==> src/logic/gibs_map.vh <==
`ifndef GIBS_MAP_VH
`define GIBS_MAP_VH
// ----------------------------------------
// register offsets
// ----------------------------------------
`define GIBS_ADDR_W 16
`define GIBS_OFS_IRQ_SUMMARY 16'h021a
`define GIBS_OFS_RSVD_A 16'h021b
`define GIBS_OFS_RSVD_B 16'h021c
`define GIBS_OFS_RSVD_C 16'h021d
`define GIBS_OFS_BOOT_FAIL 16'h021e
`define GIBS_OFS_LOAD_STATUS 16'h021f
// ----------------------------------------
// field positions
// ----------------------------------------
`define GIBS_BIT_IRQ_SUMMARY 0
`define GIBS_BIT_LOAD_FAILED 0
`define GIBS_BIT_LOAD_COMPLETE 0
`define GIBS_BIT_CHECKSUM_OK 3
// ----------------------------------------
// reset values
// ----------------------------------------
`define GIBS_RST_DATA 8'h00
`define GIBS_RST_CHECKSUM_OK 1'b1
`define GIBS_RST_FLAG 1'b0
`endif

==> src/logic/gibs_sync.v <==
`timescale 1ns/1ns
// three-stage synchroniser for an outside level; change counts when
// the second and third stages agree
module gibs_sync (
    // clock and reset
    input wire core_clk,
    input wire reset,
    // level in and filtered level out
    input wire async_in,
    output reg sync_out
);

reg stage_a;
reg stage_b;
reg stage_c;

// ----------------------------------------
// synchroniser chain
// ----------------------------------------
always @(posedge core_clk) begin
    if (reset) begin
        stage_a <= 1'b0;
        stage_b <= 1'b0;
        stage_c <= 1'b0;
        sync_out <= 1'b0;
    end else begin
        stage_a <= async_in;
        stage_b <= stage_a;
        stage_c <= stage_b;
        if (stage_b == stage_c) begin
            sync_out <= stage_c;
        end
    end
end

endmodule

==> src/logic/gibs_status_bank.v <==
`timescale 1ns/1ns
`include "gibs_map.vh"
// Notes on behaviour
// - summary flag 1 and interrupt pin low while any enabled status set.
// - load-failed flag sets on eeprom read failure, holds until reset.
// - load-complete flag sets when eeprom read cycle ends, held to reset.
// - checksum-ok flag reads 0 on crc failure, else 1.
// - after checksum failure the management port stays locked until reset.
module gibs_status_bank #(
    parameter NUM_IRQ = 8
) (
    // clock and reset
    input wire core_clk,
    input wire reset,
    // interrupt sources, raised by monitors on other clocks
    input wire [NUM_IRQ-1:0] irq_status,
    input wire [NUM_IRQ-1:0] irq_enable,
    // eeprom loader results, same clock
    input wire loader_busy,
    input wire loader_done,
    input wire loader_read_error,
    input wire loader_crc_error,
    // status read port from the management interface
    input wire rd_en,
    input wire [15:0] rd_addr,
    output reg [7:0] rd_data,
    output reg rd_valid,
    // open-drain interrupt pin
    output reg irq_pin_active_low_out,
    output reg irq_pin_active_low_oe,
    // serial management port lock
    output reg port_locked,
    // flag views
    output reg irq_summary,
    output reg eeprom_load_failed,
    output reg eeprom_load_complete,
    output reg eeprom_checksum_ok
);

// ----------------------------------------
// interrupt source capture
// ----------------------------------------
wire [NUM_IRQ-1:0] irq_status_sync;

// any enabled source that is raised
function irq_hot;
    input [NUM_IRQ-1:0] status;
    input [NUM_IRQ-1:0] enable;
    begin
        irq_hot = |(status & enable);
    end
endfunction

// sources come from monitors on other clocks, one synchroniser each
genvar g;
generate
    for (g = 0; g < NUM_IRQ; g = g + 1) begin : gen_irq_sync
        gibs_sync u_sync (
            .core_clk(core_clk),
            .reset(reset),
            .async_in(irq_status[g]),
            .sync_out(irq_status_sync[g])
        );
    end
endgenerate

// ----------------------------------------
// decode
// ----------------------------------------
function [7:0] read_mux;
    input [15:0] addr;
    input summary;
    input failed;
    input complete;
    input crc_ok;
    begin
        read_mux = `GIBS_RST_DATA;
        case (addr)
            `GIBS_OFS_IRQ_SUMMARY: begin
                read_mux[`GIBS_BIT_IRQ_SUMMARY] = summary;
            end
            `GIBS_OFS_BOOT_FAIL: begin
                read_mux[`GIBS_BIT_LOAD_FAILED] = failed;
            end
            `GIBS_OFS_LOAD_STATUS: begin
                read_mux[`GIBS_BIT_LOAD_COMPLETE] = complete;
                read_mux[`GIBS_BIT_CHECKSUM_OK] = crc_ok;
            end
            default: begin
                read_mux = `GIBS_RST_DATA; // reserved reads as zero
            end
        endcase
    end
endfunction

// ----------------------------------------
// load sequence tracking
// ----------------------------------------
localparam ST_LOADING = 2'b00;
localparam ST_RUN = 2'b01;
localparam ST_LOCKED = 2'b10;

reg [1:0] state;
reg [1:0] next_state;
wire load_end;

assign load_end = loader_done & ~loader_busy;

// state decisions after reset
always @* begin
    next_state = state;
    case (state)
        ST_LOADING: begin
            if (load_end) begin
                if (loader_crc_error) begin
                    next_state = ST_LOCKED;
                end else begin
                    next_state = ST_RUN;
                end
            end
        end
        ST_RUN: begin
            next_state = ST_RUN;
        end
        ST_LOCKED: begin
            next_state = ST_LOCKED;
        end
        default: begin
            next_state = ST_LOADING;
        end
    endcase
end

// state register
always @(posedge core_clk) begin
    if (reset) begin
        state <= ST_LOADING;
    end else begin
        state <= next_state;
    end
end

// ----------------------------------------
// boot result flags
// ----------------------------------------
// only the first load end after reset counts; later ends are ignored
wire first_end;

assign first_end = (state == ST_LOADING) & load_end;

// load-complete flag, sticky until reset
always @(posedge core_clk) begin
    if (reset) begin
        eeprom_load_complete <= `GIBS_RST_FLAG;
    end else if (first_end) begin
        eeprom_load_complete <= 1'b1;
    end
end

// load-failed flag, sticky until reset
always @(posedge core_clk) begin
    if (reset) begin
        eeprom_load_failed <= `GIBS_RST_FLAG;
    end else if (first_end && loader_read_error) begin
        eeprom_load_failed <= 1'b1;
    end
end

// checksum result, held from the first load end until reset
always @(posedge core_clk) begin
    if (reset) begin
        eeprom_checksum_ok <= `GIBS_RST_CHECKSUM_OK;
    end else if (first_end) begin
        eeprom_checksum_ok <= ~loader_crc_error;
    end
end

// ----------------------------------------
// management port lock
// ----------------------------------------
// a bad checksum keeps the port locked; only reset lets the load retry
always @(posedge core_clk) begin
    if (reset) begin
        port_locked <= `GIBS_RST_FLAG;
    end else if (first_end) begin
        port_locked <= loader_crc_error;
    end
end

// ----------------------------------------
// interrupt summary and pin
// ----------------------------------------
// summary flag as seen by register reads
always @(posedge core_clk) begin
    if (reset) begin
        irq_summary <= `GIBS_RST_FLAG;
    end else begin
        irq_summary <= irq_hot(irq_status_sync, irq_enable);
    end
end

// open-drain pin: data always low, enable pulls the line down
always @(posedge core_clk) begin
    if (reset) begin
        irq_pin_active_low_out <= 1'b0;
        irq_pin_active_low_oe <= 1'b0;
    end else begin
        irq_pin_active_low_out <= 1'b0;
        irq_pin_active_low_oe <= irq_hot(irq_status_sync, irq_enable);
    end
end

// ----------------------------------------
// status read port
// ----------------------------------------
// fixed one-cycle answer; the valid strobe follows rd_en one cycle later
always @(posedge core_clk) begin
    if (reset) begin
        rd_valid <= 1'b0;
    end else begin
        rd_valid <= rd_en;
    end
end

// read data register, holds until the next read
always @(posedge core_clk) begin
    if (reset) begin
        rd_data <= `GIBS_RST_DATA;
    end else if (rd_en) begin
        rd_data <= read_mux(rd_addr, irq_summary, eeprom_load_failed,
            eeprom_load_complete, eeprom_checksum_ok);
    end
end

endmodule

==> config.mk <==
export PLATFORM = sky130hd
export DESIGN_NAME = gibs_status_bank
export DESIGN_NICKNAME = d
export VERILOG_FILES = /design/src/logic/gibs_sync.v /design/src/logic/gibs_status_bank.v
export VERILOG_INCLUDE_DIRS = /design/src /design/src/logic
export SDC_FILE = /design/constraint.sdc
export NUM_CORES = 1
export LEC_CHECK = 0
export BUFFER_PORTS_ARGS = -buffer_cell sky130_fd_sc_hd__buf_2
export CORE_ASPECT_RATIO = 1.1
export CORE_MARGIN = 2
export CORE_UTILIZATION = 47
export DETAILED_ROUTE_END_ITERATION = 10
export PLACE_DENSITY_LB_ADDON = 0.08
export SKIP_CTS_REPAIR_TIMING = 1
export SLEW_MARGIN = 20
export SYNTH_ARGS = -nofsm -noshare
export SYNTH_HDL_FRONTEND = slang
export SYNTH_SLANG_ARGS = --single-unit
==> constraint.sdc <==
create_clock -name core_clk -period 1.42 [get_ports core_clk]
set_input_delay 0.284 -clock core_clk [delete_from_list [all_inputs] [get_ports core_clk]]
set_output_delay 0.284 -clock core_clk [all_outputs]
set_load 0.005 [all_outputs]
==> out/qor.txt, run 1 <==
Status = complete, no violations
Count leader, synth = dfxtp_1
Synthesis Warnings = 0
CP Capture Type = flip-flop
Met1 Usage GRT = 0.1667
Post-synth cell types = 26
Die width = 56.37 um
PortBufs = 47
Internal power = 1.483 mW
Vias per cell = 4.878
Met3 Track Usage GR = 0.04412
Drt first pass iters = 4
Met2 Track Usage GR = 0.2908
Avg WL per Cell = 11.19 um
Crit Path Class = flip-flop to flip-flop
Finish-stage setup viols = 0
Setup Skew = 0.009763 ns
Initial antenna violation count = 0
Largest cells by area after synthesis = dfxtp_1, nor2b_1, buf_4
Number of global-route vias before repair = 1006
CTS clk-pin slew, worst paths = 0.11 ns
Main synth FF type = dfxtp_1
Clk Latency, worst-skew pair = 0.33 ns
Max cap viols = 0
CP Max Fanout = 4
Std cell rows = 20
Post-synth top cells = dfxtp_1, nor2b_1, a21oi_1, nand2_1
PwrDens = 1117 nW/um^2
Final hold slack = 0.1455 ns
H-tree lvl count = 2
Req. time, crit path = 1.66 ns
Total GRT Usage = 0.1620
I/O pin total = 55
Avg Cell Area, Syn = 10.20 um^2
Fin util = 0.6049
Combinational Power Share = 0.076
GRT overflow = 0
Core Region = 2828 um^2
CTS root buf = clkbuf_4
Drt drc = 0
Post-DP HPWL = 1895 um
Register area share after synthesis = 0.5931
Finished Layout Cells = 221
Clk buf depth = 2
Layout cells sized above 1 = 0.2926
Actual slew at the worst max-slew pin = 0.6339 ns
Busiest grt layer = met2
Most area-hungry cell type in the Yosys netlist = dfxtp_1
Fraction of registers with async set/reset = 0
Post-synth EDFFs = 0
RSZ-0062 raised after global routing = false
Die Y = 61.60 um
Mapped Cells = 139
Total leakage power = 0.7241 nW
Clock power share = 0.277
Nets = 227
Largest net degree at the start of global routing = 25
Net switching power of the design = 0.4273 mW
FMAX = 0.7557 GHz
TritonCTS buffer count = 5
ANT cells = 0
Die area = 3472 um^2
Worst EP arrival = 1.56 ns
Crit path launch type = flip-flop
DRT iter0 DRCs = 24
TNS Setup = 0 ns
First-pass GRT wire length = 4146 um
DR vias = 1078
CTS tree = built
Switch share = 0.2237
Synth top area share = 0.5931
Cell Area, Synth = 1418 um^2
Layout area overhead = 20.65%
CTS Sinks = 42
Drt total wl = 2474 um
Tcrit/Tclk final = 0.9319
Final Max Slew Viols = 0
Final Wtd Congestion = 0.7158
Detail Route Antenna Nets = 0
Placed cell count = 214
Hold Crit Class = input pin to flip-flop
Tmin final = 1.323 ns
FF+latch count, synth = 42
Initial core utilization = 0.5013
Worst vdd ir = 0.9297 mV
Seq pwr share = 0.646
Slew margin rel. = 0.5715
Fin. Hold Viols = 0
==> cell usage in the layout, fill, tap and decap left out, drive strengths merged, types with 2 or more instances in the layout <==
cell	netlist	routed
a21oi	10	10
a22oi	4	4
a31oi	2	2
buf	8	48
clkbuf	4	6
conb	1	7
dfxtp	42	42
inv	3	3
nand2	10	10
nor2	4	4
nor2b	25	25
nor3	3	3
nor4b	3	3
o21ai	8	8
==> critical path, stage by stage, from the launching register on <==
cell	delay, ns
dfxtp_1	0.36
or4b_4	0.56
a211o_1	0.31
==> final cells by class <==
type / count / area, um^2
timing repair buffer: 48 / 255.2
fill: 254 / 1117
clock buffer: 6 / 41.29
clock inverter: 1 / 7.507
tap: 33 / 41.29
inverter: 3 / 11.26
multi-input combinational: 88 / 513.0
sequential: 42 / 840.8
==> state kept, by name, summed over array words and instances, names as in the netlist <==
register,cells
rd_valid,1
gen_irq_sync.u_sync.stage_a,8
eeprom_checksum_ok,1
gen_irq_sync.u_sync.stage_c,8
eeprom_load_failed,1
port_locked,1
state,2
eeprom_load_complete,1
rd_data,2
gen_irq_sync.u_sync.sync_out,8
gen_irq_sync.u_sync.stage_b,8
irq_pin_active_low_oe,1
==> metrics by stage <==
step	setup slack (ns)	instance area (um^2)	power, mW
after global routing	0.05911	1710	2.005
after detailed placement	0.09636	1662	1.410
after CTS	0.1029	1710	1.946
after floorplan	0.1704	1440	1.338
final	0.09677	1710	1.911
after global placement	0.1325	1662	1.400
==> power by group through the flow <==
stage | sequential, mW | clock (mW) | combinational (mW)
after detailed placement | 1.26 | 0 | 0.147
after global placement | 1.26 | 0 | 0.140
after floorplan | 1.26 | 0 | 0.0783
after global routing | 1.24 | 0.601 | 0.163
after CTS | 1.24 | 0.563 | 0.147
final | 1.24 | 0.530 | 0.145
==> metal layers <==
layer | vias up | routed length (um)
li1 | 559 | -
met1 | 472 | 1023
met2 | 40 | 1224
met3 | 7 | 169
met4 | 0 | 57
met5 | - | 0
==> kinds of logic after synthesis <==
logic type | after synthesis | share of synthesized area
and+or+nand+nor | 51 | 0.2118
DFF | 42 | 0.5931
AOI/OAI and AO/OA | 29 | 0.1245
buffers and inverters | 15 | 0.06090
muxes | 1 | 0.007061
other | 1 | 0.002645
==> path summary, 6_finish.rpt <==
| check | slack, ns | depth (start not counted) | from | end |
|---|---|---|---|---|
| setup / recovery | 0.1 | 2 | state[1] | eeprom_checksum_ok |
| hold / removal | 0.15 | 2 | irq_status[4] | gen_irq_sync[4].u_sync.stage_a |
| setup reg to reg | 0.1 | 2 | state[1] | eeprom_checksum_ok |
| hold reg to reg | 0.45 | 1 | gen_irq_sync[0].u_sync.stage_a | gen_irq_sync[0].u_sync.stage_b |
No activity file was read; power rests on OpenSTA's default activity.
==> run 2, diff against run 1 <==
--- a/config.mk
+++ b/config.mk
@@ -9,9 +9,11 @@
 export BUFFER_PORTS_ARGS = -buffer_cell sky130_fd_sc_hd__buf_2
 export CORE_ASPECT_RATIO = 1.1
 export CORE_MARGIN = 2
-export CORE_UTILIZATION = 47
+export CORE_UTILIZATION = 49
+export CTS_BUF_LIST = sky130_fd_sc_hd__clkbuf_4 sky130_fd_sc_hd__clkbuf_8
 export DETAILED_ROUTE_END_ITERATION = 10
 export PLACE_DENSITY_LB_ADDON = 0.08
+export SETUP_SLACK_MARGIN = 0.1
 export SKIP_CTS_REPAIR_TIMING = 1
 export SLEW_MARGIN = 20
 export SYNTH_ARGS = -nofsm -noshare
==> out/qor.txt, run 2 (synthesis gave the netlist of run 1 again) <==
Clk Latency, worst-skew pair = 0.34 ns
Drt drc = 0
Die area = 3340 um^2
PortBufs = 47
Post-route cell area = 1728 um^2
CP Max Fanout = 4
Max cap viols = 0
Final Wtd Congestion = 0.7930
Crit path launch type = flip-flop
Finish-stage setup viols = 0
Number of global-route vias before repair = 980
CTS clk-pin slew, worst paths = 0.12 ns
Total GRT Usage = 0.1609
TritonCTS buffer count = 5
Die width = 55.29 um
Nets = 227
Final Max Slew Viols = 0
Tmin final = 1.270 ns
Req. time, crit path = 1.65 ns
DR vias = 1055
Layout cells sized above 1 = 0.3122
Layout area overhead = 21.89%
TNS Setup = 0 ns
Crit Path Class = flip-flop to flip-flop
CTS Sinks = 42
Status = complete, no violations
Hold Crit Class = input pin to flip-flop
CP Capture Type = flip-flop
Most frequent cells in the layout = buf_2, dfxtp_1, nor2b_1
Core Region = 2753 um^2
Vias per cell = 4.752
Largest net degree at the start of global routing = 25
FMAX = 0.7873 GHz
Commonest non-fill, non-tap cell in the layout = buf_2
Std cell rows = 20
PwrDens = 1145 nW/um^2
Placed cell areas = 1662 um^2
Die Y = 60.41 um
Worst EP arrival = 1.50 ns
GRT overflow = 0
CTS root buf = clkbuf_4
Slew margin rel. = 0.6084
Tcrit/Tclk final = 0.8945
CTS tree = built
Post-DP HPWL = 1832 um
Worst vdd ir = 0.9440 mV
Fin. Hold Viols = 0
Total leakage power = 0.7349 nW
RSZ-0062 raised after global routing = false
Actual slew at the worst max-slew pin = 0.5793 ns
ANT cells = 0
Detail Route Antenna Nets = 0
First-pass GRT wire length = 4084 um
Clk buf depth = 2
Initial core utilization = 0.5150
Setup Skew = 0.006440 ns
I/O pin total = 55
DRT iter0 DRCs = 22
Avg WL per Cell = 10.71 um
Drt first pass iters = 4
H-tree lvl count = 2
Drt total wl = 2378 um
Fill cells = 259
Initial antenna violation count = 0
run 2: changes by cell type in the layout (fill, tap and decap cells not counted):
cell,change
clkbuf_1,-1
clkbuf_8,+1
clkinv_2,+1
dfxtp_1,-2
dfxtp_2,+2
run 2: cell type report:
class                   instances  area, um^2  share of cell area
clock inverters                 2       12.51            0.007241
flip-flops and latches         42       843.3              0.4881
repair buffers                 48       255.2              0.1477
clock buffers                   6       51.30             0.02969
multi-input cells              88       513.0              0.2969
inverters                       3       11.26            0.006517
well taps                      33       41.29             0.02390
run 2: layer usage:
metal  track usage  up-vias  part of all wire
li1              -      556                 -
met1        0.1830      462              0.44
met2        0.2602       35              0.48
met3       0.07249        2             0.073
met4       0.08362        0            0.0084
met5             0        -                 0
run 2: through the flow:
step / setup slack, ns / hold WS [ns] / power (mW) / std cells / util
5_1_grt: 0.1226 / 0.1155 / 2.086 / 222 / 0.6277
2_1_floorplan: 0.1704 / 0.3556 / 1.338 / 145 / -
6_report: 0.1498 / 0.1442 / 1.978 / 222 / 0.6277
3_5_place_dp: 0.09872 / 0.4285 / 1.407 / 214 / 0.6036
3_3_place_gp: 0.1314 / 0.4168 / 1.399 / 214 / 0.6036
4_1_cts: 0.1121 / 0.1270 / 2.008 / 222 / 0.6268
run 2: power breakdown:
part	total, mW	switching [mW]	internal (mW)
Clock	0.599	0.361	0.238
Combinational	0.143	0.0624	0.0807
Sequential	1.24	0.0176	1.22
run 2: path summary, 6_finish.rpt:
path,cells past startpoint,to,start,slack (ns)
setup / recovery,2,eeprom_checksum_ok,state[1],0.15
hold / removal,2,gen_irq_sync[1].u_sync.stage_a,irq_status[1],0.14
setup reg to reg,2,eeprom_checksum_ok,state[1],0.15
hold reg to reg,1,state[0],state[1],0.45
run 2: worst max-delay path, stage by stage, from the launching register on:
cell,delay (ns)
dfxtp_2,0.35
or4b_4,0.54
a211o_1,0.28
